### src/rtl/b2s_params.svh
// Constants for the two-word burst DDR SRAM data port.
// Assumes inclusion by the package, the port module and both bench files.
`ifndef B2S_PARAMS_SVH
`define B2S_PARAMS_SVH

// Data bus width: 18 for the narrow build, 36 for the wide one
`define B2S_DQ_W 18
// Bits in one byte lane
`define B2S_LANE_W 9
// Byte lanes on the data bus
`define B2S_LANES (`B2S_DQ_W / `B2S_LANE_W)
// Upper address bits kept in flip-flop storage
`define B2S_ADDR_W 4
// Words in one burst
`define B2S_BURST_LEN 2
// Flip-flops on every pin input
`define B2S_SYNC_STAGES 3
// Pin clocks watched: k, k_n, c, c_n
`define B2S_NCLK 4
// Positions of the pin clocks in the watched vector
`define B2S_CLK_K 0
`define B2S_CLK_KN 1
`define B2S_CLK_C 2
`define B2S_CLK_CN 3
// Data output level after reset
`define B2S_DQ_RST 'h0

`endif

### src/rtl/b2s_pkg.sv
// Types shared by the burst SRAM data port.
// Assumes b2s_params.svh sits in the include path.
`include "b2s_params.svh"

package b2s_pkg;

  // Write burst progress, Gray coded along idle, beat 0, beat 1
  typedef enum logic [1:0]
  {
    B2S_W_IDLE = 2'h0,
    B2S_W_BEAT0 = 2'h1,
    B2S_W_BEAT1 = 2'h3
  } b2s_wr_state_t;

  // Read burst progress, Gray coded around the ring
  typedef enum logic [1:0]
  {
    B2S_R_IDLE = 2'h0,
    B2S_R_PEND = 2'h1,
    B2S_R_BEAT0 = 2'h3,
    B2S_R_BEAT1 = 2'h2
  } b2s_rd_state_t;

  // Synchronous pin group sampled together with the k clocks
  typedef struct packed
  {
    logic load_n;
    logic dir_read;
    logic [`B2S_ADDR_W-1:0] addr;
    logic burst_start_bit;
    logic [`B2S_LANES-1:0] byte_write_sel_n;
    logic [`B2S_DQ_W-1:0] dq;
  } b2s_bus_t;

endpackage : b2s_pkg

### src/rtl/b2s_data_port.sv
// Data and control port of a two-word burst DDR SRAM, device side.
// Assumes the pin clocks are far slower than clk so that every pin edge
// is seen after three flip-flops; the board resolves the dq wire.
`timescale 1ns/100ps
`default_nettype none
`include "b2s_params.svh"

// Summary of operation
// Capture write data on k and k_n
// Drive read data on c and c_n
// Single clock mode launches on k, k_n
// Tristate outputs when no read selected
// Data bus 18 or 36 bits wide
// Controller pulls load_n low per new cycle
// Load samples address and direction together
// Every transfer is exactly two words
// Direction high reads, low writes
// Byte selects gate 9-bit lanes
// Address LSB seeds linear burst counter
// Word 0 on rising, word 1 on negative edge
module b2s_data_port
(
  // System clock and reset
  input wire logic clk,
  input wire logic rst,
  // Pin clocks from the controller
  input wire logic k,
  input wire logic k_n,
  input wire logic c,
  input wire logic c_n,
  // Static strap: launch read data on the k clocks
  input wire logic single_clk_mode,
  // Command pins
  input wire logic load_n,
  input wire logic dir_read,
  input wire logic [`B2S_ADDR_W-1:0] addr,
  input wire logic burst_start_bit,
  input wire logic [`B2S_LANES-1:0] byte_write_sel_n,
  // Shared data pins, split into three signals
  input wire logic [`B2S_DQ_W-1:0] dq_in,
  output logic [`B2S_DQ_W-1:0] dq_out,
  output logic dq_oe_n
);

  // ********************************
  // Pin synchronisers
  // ********************************

  // Clock pins and strap, three flip-flops each
  logic [`B2S_NCLK:0] pin_s1, pin_s2, pin_s3;
  // Settled level of each clock pin and the strap
  logic [`B2S_NCLK:0] pin_lvl;
  // One-cycle rise pulse per clock pin
  logic [`B2S_NCLK-1:0] pin_rise;
  // Command group delayed to match the clock pipeline
  b2s_pkg::b2s_bus_t bus_s1, bus_s2, bus_s3;
  b2s_pkg::b2s_bus_t bus_pin;

  assign bus_pin = '{load_n, dir_read, addr, burst_start_bit, byte_write_sel_n, dq_in};

  // Three flops per pin; stage one feeds only stage two
  always_ff @(posedge clk or posedge rst)
  begin
    if (rst)
    begin
      // All stages start high, matching the settled level below.
      // A pin that idles low then settles with no false rise.
      pin_s1 <= '1;
      pin_s2 <= '1;
      pin_s3 <= '1;
      bus_s1 <= '1;
      bus_s2 <= '1;
      bus_s3 <= '1;
    end
    else
    begin
      pin_s1 <= {single_clk_mode, c_n, c, k_n, k};
      pin_s2 <= pin_s1;
      pin_s3 <= pin_s2;
      bus_s1 <= bus_pin;
      bus_s2 <= bus_s1;
      bus_s3 <= bus_s2;
    end
  end

  // A change counts only once stages two and three agree
  genvar gi;
  generate
    for (gi = 0; gi <= `B2S_NCLK; gi = gi + 1)
    begin : g_lvl
      always_ff @(posedge clk or posedge rst)
      begin
        if (rst)
          pin_lvl[gi] <= 1'b1;
        else if (pin_s2[gi] == pin_s3[gi])
          pin_lvl[gi] <= pin_s3[gi];
      end
    end
    for (gi = 0; gi < `B2S_NCLK; gi = gi + 1)
    begin : g_rise
      assign pin_rise[gi] = pin_s2[gi] & pin_s3[gi] & ~pin_lvl[gi];
    end
  endgenerate

  // Named edge pulses
  logic k_rise, kn_rise, launch_rise, launch_fall, sc_mode;
  assign sc_mode = pin_lvl[`B2S_NCLK];
  assign k_rise = pin_rise[`B2S_CLK_K];
  assign kn_rise = pin_rise[`B2S_CLK_KN];
  // Single clock mode moves the read launch onto the k pair
  assign launch_rise = sc_mode ? k_rise : pin_rise[`B2S_CLK_C];
  assign launch_fall = sc_mode ? kn_rise : pin_rise[`B2S_CLK_CN];

  // ********************************
  // Command decode
  // ********************************

  // Write burst state and read burst state
  b2s_pkg::b2s_wr_state_t wr_state;
  b2s_pkg::b2s_rd_state_t rd_state;
  // A load is refused while a write still waits for its first beat,
  // since the controller may only load on alternate k rises
  logic load_ok;
  assign load_ok = k_rise && !bus_s3.load_n && (wr_state != b2s_pkg::B2S_W_BEAT0);

  // Latched burst addresses; the low bit is the one-bit burst counter
  logic [`B2S_ADDR_W-1:0] wr_addr, rd_addr;
  logic wr_lsb, rd_lsb;

  // Storage: plain flip-flops indexed by word address
  logic [`B2S_DQ_W-1:0] mem [0:(2**(`B2S_ADDR_W+1))-1];
  logic wr_en;
  logic [`B2S_ADDR_W:0] wr_idx, rd_idx;
  assign wr_idx = {wr_addr, wr_lsb};
  assign rd_idx = {rd_addr, rd_lsb};

  // ********************************
  // Write path
  // ********************************

  // Address and direction are taken on the same k rise
  always_ff @(posedge clk or posedge rst)
  begin
    if (rst)
    begin
      wr_state <= b2s_pkg::B2S_W_IDLE;
      wr_addr <= '0;
      wr_lsb <= 1'b0;
    end
    else if (load_ok && !bus_s3.dir_read)
    begin
      // New write: wait for the first beat on the next k rise
      wr_state <= b2s_pkg::B2S_W_BEAT0;
      wr_addr <= bus_s3.addr;
      wr_lsb <= bus_s3.burst_start_bit;
    end
    else if (k_rise && wr_state == b2s_pkg::B2S_W_BEAT0)
    begin
      // First word on k; counter steps linearly to the second word
      wr_state <= b2s_pkg::B2S_W_BEAT1;
      wr_lsb <= ~wr_lsb;
    end
    else if (kn_rise && wr_state == b2s_pkg::B2S_W_BEAT1)
      wr_state <= b2s_pkg::B2S_W_IDLE;
  end

  // A word is written on the k rise of beat 0 or k_n rise of beat 1
  assign wr_en = (k_rise && wr_state == b2s_pkg::B2S_W_BEAT0) ||
                 (kn_rise && wr_state == b2s_pkg::B2S_W_BEAT1);

  // Byte lanes whose select is high keep their old contents
  always_ff @(posedge clk)
  begin
    if (wr_en)
    begin
      for (int i = 0; i < `B2S_LANES; i++)
      begin
        if (!bus_s3.byte_write_sel_n[i])
          mem[wr_idx][i*`B2S_LANE_W +: `B2S_LANE_W] <= bus_s3.dq[i*`B2S_LANE_W +: `B2S_LANE_W];
      end
    end
  end

  // ********************************
  // Read path
  // ********************************

  // A second read loaded before the first launches replaces it
  always_ff @(posedge clk or posedge rst)
  begin
    if (rst)
    begin
      rd_state <= b2s_pkg::B2S_R_IDLE;
      rd_addr <= '0;
      rd_lsb <= 1'b0;
      dq_out <= `B2S_DQ_W'(`B2S_DQ_RST);
      dq_oe_n <= 1'b1;
    end
    else if (load_ok && bus_s3.dir_read)
    begin
      rd_state <= b2s_pkg::B2S_R_PEND;
      rd_addr <= bus_s3.addr;
      rd_lsb <= bus_s3.burst_start_bit;
    end
    else
    begin
      unique case (rd_state)
        b2s_pkg::B2S_R_IDLE:
          dq_oe_n <= 1'b1;
        b2s_pkg::B2S_R_PEND:
          // First word goes out on the launch rise
          if (launch_rise)
          begin
            rd_state <= b2s_pkg::B2S_R_BEAT0;
            dq_out <= mem[rd_idx];
            dq_oe_n <= 1'b0;
            rd_lsb <= ~rd_lsb;
          end
        b2s_pkg::B2S_R_BEAT0:
          // Second word on the following negative launch edge
          if (launch_fall)
          begin
            rd_state <= b2s_pkg::B2S_R_BEAT1;
            dq_out <= mem[rd_idx];
          end
        b2s_pkg::B2S_R_BEAT1:
          // Burst done: release the bus on the next launch rise
          if (launch_rise)
          begin
            rd_state <= b2s_pkg::B2S_R_IDLE;
            dq_oe_n <= 1'b1;
          end
      endcase
    end
  end

  // ********************************
  // Checks
  // ********************************

  // Helper copy of the word due on the next launch
  logic [`B2S_DQ_W-1:0] rd_word;
  assign rd_word = mem[rd_idx];

  AST_IDLE_TRISTATE: assert property (@(posedge clk) disable iff (rst)
    (rd_state == b2s_pkg::B2S_R_IDLE) ##1 (rd_state == b2s_pkg::B2S_R_IDLE) |-> dq_oe_n)
    else $error("Data drivers enabled with no read selected");

  AST_RD_FIRST: assert property (@(posedge clk) disable iff (rst)
    (launch_rise && rd_state == b2s_pkg::B2S_R_PEND && bus_s3.load_n)
      |=> (!dq_oe_n && dq_out == $past(rd_word)))
    else $error("First read word not driven on launch rise");

  AST_RD_SECOND: assert property (@(posedge clk) disable iff (rst)
    (launch_fall && rd_state == b2s_pkg::B2S_R_BEAT0 && !load_ok)
      |=> (rd_state == b2s_pkg::B2S_R_BEAT1 && dq_out == $past(rd_word) && !dq_oe_n))
    else $error("Second read word not driven on negative launch edge");

  AST_SINGLE_CLK: assert property (@(posedge clk) disable iff (rst)
    (sc_mode && k_rise && rd_state == b2s_pkg::B2S_R_PEND && !load_ok)
      |=> rd_state == b2s_pkg::B2S_R_BEAT0)
    else $error("Single clock mode did not launch on k");

  AST_WR_BEATS: assert property (@(posedge clk) disable iff (rst)
    (k_rise && wr_state == b2s_pkg::B2S_W_BEAT0)
      |-> wr_en ##1 (wr_state == b2s_pkg::B2S_W_BEAT1))
    else $error("Write beat 0 not captured on k rise");

  AST_WR_END: assert property (@(posedge clk) disable iff (rst)
    (kn_rise && wr_state == b2s_pkg::B2S_W_BEAT1 && !load_ok)
      |-> wr_en ##1 (wr_state == b2s_pkg::B2S_W_IDLE))
    else $error("Write burst did not end after two words");

  AST_LOAD_DIR: assert property (@(posedge clk) disable iff (rst)
    (load_ok && bus_s3.dir_read) |=> (rd_state == b2s_pkg::B2S_R_PEND))
    else $error("Read load not registered");

  AST_LOAD_ADDR: assert property (@(posedge clk) disable iff (rst)
    (load_ok && !bus_s3.dir_read)
      |=> (wr_addr == $past(bus_s3.addr) && wr_state == b2s_pkg::B2S_W_BEAT0))
    else $error("Write address not taken with the load");

  AST_BURST_CNT: assert property (@(posedge clk) disable iff (rst)
    (k_rise && wr_state == b2s_pkg::B2S_W_BEAT0 && !load_ok)
      |=> (wr_lsb != $past(wr_lsb)))
    else $error("Burst counter did not step");

endmodule : b2s_data_port
`default_nettype wire

### config.mk
export PLATFORM = sky130hd
export DESIGN_NAME = b2s_data_port
export DESIGN_NICKNAME = d
export VERILOG_FILES = /design/src/rtl/b2s_pkg.sv /design/src/rtl/b2s_data_port.sv
export VERILOG_INCLUDE_DIRS = /design/src /design/src/rtl
export SDC_FILE = /design/constraint.sdc
export NUM_CORES = 1
export LEC_CHECK = 0
export BUFFER_PORTS_ARGS = -buffer_cell sky130_fd_sc_hd__buf_2
export CAP_MARGIN = 20
export CORE_MARGIN = 5
export CORE_UTILIZATION = 55
export CTS_CLUSTER_SIZE = 40
export DETAILED_ROUTE_END_ITERATION = 6
export HOLD_SLACK_MARGIN = 0.03
export PLACE_DENSITY = 0.75
export SYNTH_ARGS = -nofsm -noshare
export SYNTH_HDL_FRONTEND = slang
export SYNTH_SLANG_ARGS = --single-unit
export TNS_END_PERCENT = 30
### constraint.sdc
create_clock -name clk -period 6.8 [get_ports clk]
set_input_delay 1.36 -clock clk [delete_from_list [all_inputs] [get_ports clk]]
set_output_delay 1.36 -clock clk [all_outputs]
set_load 0.01 [all_outputs]
### Word level (Yosys, flattened, before mapping)

Memory sizes are Yosys's and may differ from the RTL's.
Index checks and enable logic that the tools add are counted.

| word-level totals | value |
|---|---|
| bits in writable memories | 576 |
| register bits | 134 |
| memories kept | 1 |

Memory list:

| name | depth | bits a word | read ports | clocked after memory_dff | write ports | line | source |
|---|---|---|---|---|---|---|---|
| mem | 32 | 18 | 1 | 0 | 1 | b2s_data_port.sv:131 | `` logic [`B2S_DQ_W-1:0] mem [0:(2**(`B2S_ADDR_W+1))-1]; `` |

| cells by class | value |
|---|---|
| mux-type cells | 27 |
| equality and inequality tests | 17 |
| reduce and logical (&&, ||, !) cells | 21 |
| bitwise logic cells | 15 |

Operator list:

| operator | count |
|---|---|
| $mux W18 | 2 |
| $pmux W18 S2 | 1 |
| $mux W1 | 15 |
| $mux W2 | 7 |
| $reduce_and A4 Y1 | 3 |
| $ne A3 B3 Y1 const B | 3 |
| $and A1 B1 Y1 | 8 |
| $reduce_bool A2 Y1 | 4 |
| $not A1 Y1 | 7 |
| $eq A2 B2 Y1 const B | 3 |
| $logic_and A1 B1 Y1 | 6 |
| $ne A2 B2 Y1 const B | 3 |
| $pmux W2 S3 | 1 |
| $reduce_bool A3 Y1 | 2 |
| $eq A1 B1 Y1 | 5 |
| $eq A2 B1 Y1 const B | 2 |
| $reduce_bool A4 Y1 | 1 |
| $pmux W1 S3 | 1 |
| $logic_not A1 Y1 | 2 |
| $logic_not A2 Y1 | 1 |
| $ne A2 B1 Y1 const B | 1 |
| $reduce_and A2 Y1 | 1 |
| $logic_or A1 B1 Y1 | 1 |

### Depth between registers and ports, before layout

Gate-level depths: netlist of the first run.

| depth | value |
|---|---|
| depth after elaboration | 7 |
| gate-level depth with buffers | 9 |
| depth with buffers taken out | 6 |

### Least setup slack after synthesis of the first run

No wires, ideal clock.

| timing path | value |
|---|---|
| path kind | register -> register |
| start point | register pin_s2[0] |
| end point | memory mem[15][10] (netlist bit), enable pin |
| cell stages (with the launch flop) | 7 |
| path buffers | 1 |
| setup time | 374 ps |
| data required time | 6426 ps |
| clock period less this slack | 2431 ps |
| setup slack | 4369 ps |
| data arrival time | 2056 ps |
| cells stage by stage | dfstp_2 -> ha_1 -> nor3b_1 -> o211ai_1 -> or3b_2 -> clkbuf_1 -> nor2_1 |

| on the way | value |
|---|---|
| cells in the longest elaborated chain, start to end | 6 |

RTL lines:

| what | line | source |
|---|---|---|
| start, declared | b2s_data_port.sv:50 | `` logic [`B2S_NCLK:0] pin_s1, pin_s2, pin_s3; `` |
| start signal, assigned | b2s_data_port.sv:78 | `pin_s2 <= pin_s1;` |
| $and A1 B1 Y1 (2 in series) | b2s_data_port.sv:101 | `assign pin_rise[gi] = pin_s2[gi] & pin_s3[gi] & ~pin_lvl[gi];` |
| $logic_and A1 B1 Y1 | b2s_data_port.sv:168 | `assign wr_en = (k_rise && wr_state == b2s_pkg::B2S_W_BEAT0) \|\|` |
| $logic_or A1 B1 Y1 | b2s_data_port.sv:168 |  |
| $mux W1 | b2s_data_port.sv:174 | `if (wr_en)` |
| $mux W1 | b2s_data_port.sv:179 | `` mem[wr_idx][i*`B2S_LANE_W +: `B2S_LANE_W] <= bus_s3.dq[i*`B2S_LANE_W +: `B2S_LANE_W]; `` |
| end, declared | b2s_data_port.sv:131 |  |

No other way between the ends.

### Final worst setup path of the first run

| timing path | value |
|---|---|
| start point | register rd_addr[0] |
| end point | register dq_out[7] |

| on the way | value |
|---|---|
| cells in the longest elaborated chain, start to end | 3 |
| elaborated cells between the ends (all ways) | 4 |

RTL lines:

| what | line | source |
|---|---|---|
| start, declared | b2s_data_port.sv:127 | `` logic [`B2S_ADDR_W-1:0] wr_addr, rd_addr; `` |
| start signal, assigned | b2s_data_port.sv:202 | `rd_addr <= bus_s3.addr;` |
| $mem_v2 Z32 W18 * | n/a |  |
| $mux W18 (on tied branches) | b2s_data_port.sv:221, b2s_data_port.sv:212 |  |
| $pmux W18 S2 * | b2s_data_port.sv:207 | `unique case (rd_state)` |
| end signal, assigned | b2s_data_port.sv:196 | `` dq_out <= `B2S_DQ_W'(`B2S_DQ_RST); `` |
| end signal, assigned | b2s_data_port.sv:215 | `dq_out <= mem[rd_idx];` |
| end signal, assigned | b2s_data_port.sv:224 | `dq_out <= mem[rd_idx];` |
| end, declared | b2s_data_port.sv:41 | `` output logic [`B2S_DQ_W-1:0] dq_out, `` |

Every way passes the cells marked *; elsewhere a longest branch is shown, timed or not. The select of a mux whose other input is x is not followed.
A chain may end at the register's enable or synchronous reset.

==> results of run 1 <==
[layout by cell type, fill, tap and decap left out, types with 5 or more instances in the layout]
master and n:
sky130_fd_sc_hd__nand2_1 36, sky130_fd_sc_hd__nor2b_1 6, sky130_fd_sc_hd__a21oi_1 31, sky130_fd_sc_hd__buf_2 52, sky130_fd_sc_hd__o21ai_0 5, sky130_fd_sc_hd__nand3b_1 12, sky130_fd_sc_hd__buf_4 8, sky130_fd_sc_hd__a22oi_1 36
sky130_fd_sc_hd__dfrtp_1 30, sky130_fd_sc_hd__clkinv_2 14, sky130_fd_sc_hd__a31oi_1 8, sky130_fd_sc_hd__clkbuf_16 69, sky130_fd_sc_hd__clkbuf_1 9, sky130_fd_sc_hd__nand2b_1 7, sky130_fd_sc_hd__a22o_1 8, sky130_fd_sc_hd__mux2i_1 73
sky130_fd_sc_hd__edfxtp_1 576, sky130_fd_sc_hd__mux2_2 48, sky130_fd_sc_hd__clkinv_1 17, sky130_fd_sc_hd__o221ai_1 10, sky130_fd_sc_hd__nor2_1 100, sky130_fd_sc_hd__o31ai_1 8, sky130_fd_sc_hd__buf_6 7, sky130_fd_sc_hd__a221oi_1 10
sky130_fd_sc_hd__mux4_2 79, sky130_fd_sc_hd__mux4_1 13, sky130_fd_sc_hd__o22ai_1 24, sky130_fd_sc_hd__dfstp_2 102
[state kept, by name, indices dropped and copies added, names as in the netlist, 2 cells and up]
signal / cells
mem: 576
bus_s1: 27
bus_s2: 27
bus_s3: 27
dq_out: 18
pin_s1: 5
pin_s2: 5
pin_s3: 5
pin_lvl: 4
rd_addr: 4
wr_addr: 4
rd_state: 2
wr_state: 2
[power breakdown]
part / total, mW / internal [mW] / leakage, nW / switching, mW
clock network: 3.52 / 1.98 / 1.02 / 1.54
logic: 2.44 / 1.10 / 2.11 / 1.34
registers: 5.21 / 4.87 / 6.63 / 0.333
[worst max-delay path: cells and delay by family, from the launching register on]
kind / cells / cell delay (ns)
buffers and inverters: 1 / 0.54
flip-flops: 1 / 0.91
AO/OA/AOI/OAI: 4 / 0.95
AND/OR/NAND/NOR: 1 / 0.57
[area by class of cell]
| cell class | count | area share |
|---|---|---|
| tap | 615 | 0.0260 |
| timing repair buffer | 70 | 0.0158 |
| inverter | 5 | 0.000803 |
| clock buffer | 83 | 0.0615 |
| sequential | 710 | 0.702 |
| clock inverter | 37 | 0.00778 |
| multi-input combinational | 565 | 0.186 |
[how the worst max path moves through the flow]
stage	slack, ns	to	startpoint	depth (start not counted)
3_5_place_dp	3.53	dq_out[1]	rd_addr[0]	6
6_report	3.51	dq_out[7]	rd_addr[0]	6
3_3_place_gp	3.55	dq_out[7]	rd_addr[0]	6
2_1_floorplan	2.03	dq_out[0]	rst	1
5_1_grt	3.36	dq_out[1]	rd_addr[0]	6
4_1_cts	3.49	dq_out[1]	rd_addr[0]	6
[through the flow]
step	setup slack [ns]	total power, mW	instance area (um^2)
final	3.51	11.2	29600
after global routing	3.36	11.6	29600
after CTS	3.49	11.2	29500
after detailed placement	3.53	7.72	27500
after global placement	3.55	7.68	27400
after floorplan	2.03	7.06	26800
[routing by layer]
layer,vias up,part of all wire
met5,-,0
met4,0,0.027
met3,96,0.089
met2,632,0.48
met1,6741,0.40
li1,5547,-
[cell families after synthesis]
family | Yosys count | synth area share
xor+xnor | 1 | 0.000327
simple gates | 184 | 0.0319
flops | 710 | 0.777
mux | 213 | 0.127
compound gates | 162 | 0.0443
fa+ha+maj | 5 | 0.00224
buf+inv | 77 | 0.0179
==> results.txt, run 1 <==
----------------------------------------------------
[Clock tree]
  Number of setup buffers added after CTS ... 0
  Number of clock sinks seen by CTS ... 710
  Hold buffer count at cts ... 0
  Clk pin slew, worst setup/hold paths ... 0.07 ns
  Later-pin clock latency in the skew report ... 0.60 ns
  CTS H-tree lvls ... 3
  Maximum count of clock buffers along a single path ... 3
  Number of gates resized after cts ... 0
  Clock buffer count from CTS ... 67
  Clock tree from TritonCTS ... built
  Clock tree root buffer cell ... sky130_fd_sc_hd__clkbuf_16

[Floorplan]
  Site row count ... 80
  Die Height ... 231 um
  Top-level port count ... 53
  Area of the die ... 53200 um^2
  Core area ... 47900 um^2
  Starting utilization of the core area ... 0.558
  Die width ... 231 um

[GRT]
  Met2 capacity usage during global routing ... 0.326
  Antenna violations before repair ... 1
  Overall fraction of global-route tracks in use ... 0.208
  Maximum number of pins on one net before global-route repair ... 104
  Global routing's busiest layer ... met2
  Met3 Usage GRT ... 0.0461
  First-pass GRT wire length ... 83.1 mm
  Routing usage on met1 ... 0.296
  Via count of the first global-routing pass ... 13.2k
  Aggregate global routing overflow ... 0

[Hold path]
  Startpoint of the most critical hold path ... bus_s2[10]
  Worst hold path stage count ... 0
  Min-delay worst type ... reg2reg
  Worst-case hold path end point ... bus_s3[10]

[STA]
  Final number of setup-violating endpoints ... 0
  Smallest hold slack ... 0.350 ns
  Final period demand of the worst path ... 3.29 ns
  Final worst clock skew ... 0.0321 ns
  Setup repair after global routing missed its margin ... no
  Total count of max-transition violations in the final report ... 0
  Relative max-transition margin ... 0.233
  Final sum of negative setup slack ... 0 ns
  Top achievable clock speed ... 304 MHz
  Portion of the clock cycle consumed by the worst path in the final layout ... 0.483
  Slew of the pin with the lowest slew margin ... 1.15 ns
  Number of hold violations in the final report ... 0

[Synthesis]
  Synthesized instance count ... 1352
  Mean area per synthesized cell ... 19.8 um^2
  Number of distinct library cell variants in the gate-level netlist after synthesis ... 57
  Most common flop cell mapped by yosys ... sky130_fd_sc_hd__edfxtp_1
  Top-count cell post-synth ... sky130_fd_sc_hd__edfxtp_1
  Yosys top cell area share ... 0.646
  Register area share after synthesis ... 0.777
  Top post-synthesis cells by area ... sky130_fd_sc_hd__edfxtp_1 65%, sky130_fd_sc_hd__dfstp_2 10%, sky130_fd_sc_hd__mux4_2 6.6%
  Synthesized Nets ... 1390
  Number of enable flip-flop cells after synthesis ... 576
  Count of warnings emitted by yosys ... 0
  Combined area of all synthesized cells ... 26800 um^2
  Top cells by count, synth ... 576 x sky130_fd_sc_hd__edfxtp_1, 102 x sky130_fd_sc_hd__dfstp_2, 101 x sky130_fd_sc_hd__nor2_1
  Async S/R FF share, synth ... 0.189
  Post-synth top area cell ... sky130_fd_sc_hd__edfxtp_1
  FF+latch count, synth ... 710

[Route]
  Number of vias after detailed routing ... 13.0k
  DRC errors left ... 0
  Via density ... 6.24
  Post-detailed-route count of antenna-violating nets ... 0
  Drt total wl ... 54.7 mm
  Initial detailed-routing violation count ... 1343
  Detail-routed net length per standard cell ... 26.2 um
  First drt pass iteration count ... 5

[Setup path]
  Critical path peak fanout ... 103
  Category of the worst setup path launch point ... flop
  Reg2Reg Setup Slack ... 3.51 ns
  Start-to-end type of the worst setup path ... reg2reg
  Endpoint kind of the worst setup timing path ... flop
  Number of cells on the worst reg-to-reg path ... 6
  Cell-by-cell trace of the critical path ... buf_12 > nand2_1 > o221ai_1 > o22ai_1 > a31oi_1 > a21oi_1
  Data arrival time of the critical path ... 3.70 ns
  Startpoint of the most critical register-to-register path ... rd_addr[0]
  Data required time of the worst path ... 7.21 ns
  Cell with the largest stage delay on the worst path ... sky130_fd_sc_hd__dfrtp_4
  Worst reg2reg endpoint ... dq_out[7]
  Slowest Stage Delay on Critical Path ... 0.91 ns

[Pwr]
  Power density of the placed cells ... 377 nW/um^2
  Static leakage ... 9.76 nW
  VDD IR max ... 0.250 mV

[Place]
  Buffers on Ports ... 52
  Dpl cells ... 1960
  Final weighted congestion in routability-driven placement ... 0.847
  Total half-perimeter wirelength after legalization and detailed placement ... 33.6 mm

[Final layout]
  Final-stage net count ... 1457
  Count of antenna diodes in the layout ... 0
  Final standard cell count with taps included and fillers excluded ... 2085
  Fill cell count ... 3203
  End-of-flow core utilization ... 0.617
  Layout-stage area growth over the synthesis result ... 10.6%
  Fraction of layout instances using a drive strength above 1 ... 0.282
  Combined flip-flop and latch cell area ... 20800 um^2
  Area of the multi-input gates ... 5500 um^2

[Job]
  Max Cap Violations ... 0

[Status]
  Run status ... completed

----------------------------------------------------
(Power assumes the default switching activity.)
==> inputs of run 2 (changes only) <==
Settings changed: PLACE_DENSITY 0.75 to 0.78.
Clock period 6.8 ns to 2.7 ns, I/O delays scaled along.
==> results.txt, run 2 (synthesis gave the netlist of run 1 again) <==
----------------------------------------------------
[Clock tree]
  Number of clock sinks seen by CTS ... 710
  Maximum count of clock buffers along a single path ... 3
  CTS H-tree lvls ... 3
  Clock tree from TritonCTS ... built
  Clock tree root buffer cell ... sky130_fd_sc_hd__clkbuf_16
  Clk pin slew, worst setup/hold paths ... 0.06 ns
  Clock buffer count from CTS ... 69
  Later-pin clock latency in the skew report ... 0.60 ns

[Route]
  Initial detailed-routing violation count ... 1805
  DRC errors left ... 0
  Number of vias after detailed routing ... 13.9k
  Detail-routed net length per standard cell ... 26.9 um
  Drt total wl ... 59.8 mm
  First drt pass iteration count ... 5
  Via density ... 6.26
  Post-detailed-route count of antenna-violating nets ... 0

[Final layout]
  Count of antenna diodes in the layout ... 0
  Final-stage net count ... 1593
  Flip-flop count of the largest register, all copies and words added ... 576
  Final non-filler cell area ... 30800 um^2
  Biggest register ... mem
  Layout-stage area growth over the synthesis result ... 15.2%
  Fraction of layout instances using a drive strength above 1 ... 0.326
  Commonest cells after routing, fill and taps aside ... 576 x sky130_fd_sc_hd__edfxtp_1, 124 x sky130_fd_sc_hd__buf_4, 102 x sky130_fd_sc_hd__dfstp_2
  Leading cell type in the layout, fill and taps excluded ... sky130_fd_sc_hd__edfxtp_1
  Final standard cell count with taps included and fillers excluded ... 2221

[Pwr]
  VDD IR max ... 0.600 mV
  Static leakage ... 10.5 nW
  Pwr Total ... 29.6 mW
  Power density of the placed cells ... 961 nW/um^2

[GRT]
  Aggregate global routing overflow ... 0
  Antenna violations before repair ... 0
  Met2 capacity usage during global routing ... 0.355
  Met3 Usage GRT ... 0.0487
  First-pass GRT wire length ... 90.5 mm
  Routing usage on met1 ... 0.325
  Maximum number of pins on one net before global-route repair ... 67
  Overall fraction of global-route tracks in use ... 0.228
  Global routing's busiest layer ... met2
  Via count of the first global-routing pass ... 14.0k

[STA]
  Total count of max-transition violations in the final report ... 0
  Final number of setup-violating endpoints ... 0
  Setup repair after global routing missed its margin ... no
  Final period demand of the worst path ... 2.63 ns
  Final sum of negative setup slack ... 0 ns
  Top achievable clock speed ... 380 MHz
  PnR worst setup slack ... 0.0711 ns
  Final worst clock skew ... 0.0232 ns
  Portion of the clock cycle consumed by the worst path in the final layout ... 0.974
  Number of hold violations in the final report ... 0
  Relative max-transition margin ... 0.281
  Slew of the pin with the lowest slew margin ... 1.08 ns

[Hold path]
  Min-delay worst type ... in2reg
  Startpoint of the most critical hold path ... addr[0]

[Floorplan]
  Core area ... 47900 um^2
  Area of the die ... 53200 um^2
  Starting utilization of the core area ... 0.558
  Die Height ... 231 um
  Top-level port count ... 53
  Die width ... 231 um
  Site row count ... 80

[Setup path]
  Category of the worst setup path launch point ... flop
  Startpoint of the most critical register-to-register path ... rd_addr[0]
  Endpoint kind of the worst setup timing path ... flop
  Critical path peak fanout ... 37
  Data required time of the worst path ... 3.13 ns
  Crit path from ... rd_addr[0]
  Data arrival time of the critical path ... 3.06 ns
  Start-to-end type of the worst setup path ... reg2reg

[Status]
  Run status ... completed

[Place]
  Worst Setup Slack post-DPL ... 0.0326 ns
  Buffers on Ports ... 52
  Final weighted congestion in routability-driven placement ... 0.886
  Post-Place Cell Area ... 28400 um^2
  Dpl cells ... 2072
  Total half-perimeter wirelength after legalization and detailed placement ... 37.6 mm

[Job]
  Max Cap Violations ... 0

----------------------------------------------------
==> run 2: layout make-up <==
class | instances | area [um^2]
Inverter | 5 | 22.5
Timing Repair Buffer | 204 | 1570
Sequential cell | 710 | 20800
Clock buffer | 101 | 1980
Clock inverter | 21 | 208
Fill cell | 2972 | 17100
Multi-Input combinational cell | 565 | 5500
Tap cell | 615 | 769
==> run 2: report_power, final <==
part / total [mW] / switching, mW / internal (mW) / leakage, nW
combinational: 7.33 / 4.00 / 3.33 / 2.80
clock: 9.30 / 3.85 / 5.46 / 1.06
sequential: 13.0 / 0.708 / 12.3 / 6.63
==> run 2: worst max-delay path, cell delays in order (launching register included) <==
cell and delay (ns):
sky130_fd_sc_hd__dfrtp_4 0.87, sky130_fd_sc_hd__buf_4 0.32, sky130_fd_sc_hd__mux2i_1 0.36, sky130_fd_sc_hd__o31ai_1 0.13, sky130_fd_sc_hd__a211o_1 0.25, sky130_fd_sc_hd__a221oi_1 0.40, sky130_fd_sc_hd__o31ai_1 0.12
==> run 2: final timing paths <==
kind / end / cells after the start / slack (ns)
min in group asynchronous: dq_out[2] / 3 / 0.57
max reg2reg: dq_out[13] / 6 / 0.07
max in group asynchronous: bus_s2[17] / 4 / 1.36
min: bus_s1[21] / 1 / 0.06
min reg2reg: bus_s2[7] / 0 / 0.35
max: dq_out[13] / 6 / 0.07
==> run 2: stage by stage <==
| step | hold WS (ns) | utilization |
|---|---|---|
| final | 0.0569 | 0.643 |
| after global routing | 0.0405 | 0.643 |
| after CTS | 0.0306 | 0.641 |
| after detailed placement | 0.347 | 0.592 |
| after global placement | 0.345 | 0.592 |
| after floorplan | 0.345 | - |
==> run 2: metal layers <==
| layer | vias to the layer above | routed length [um] |
|---|---|---|
| met3 | 133 | 6620 |
| met4 | 0 | 2090 |
| met1 | 7016 | 22600 |
| met5 | - | 0 |
| li1 | 5830 | - |
| met2 | 926 | 28400 |
==> run 2: repair_timing <==
action	4_1_cts	5_1_grt
endpoints found under the hold margin	22	0
hold buffers	18	0
gates resized for setup	0	0
endpoints found under the setup margin	0	2
buffers inserted	0	9
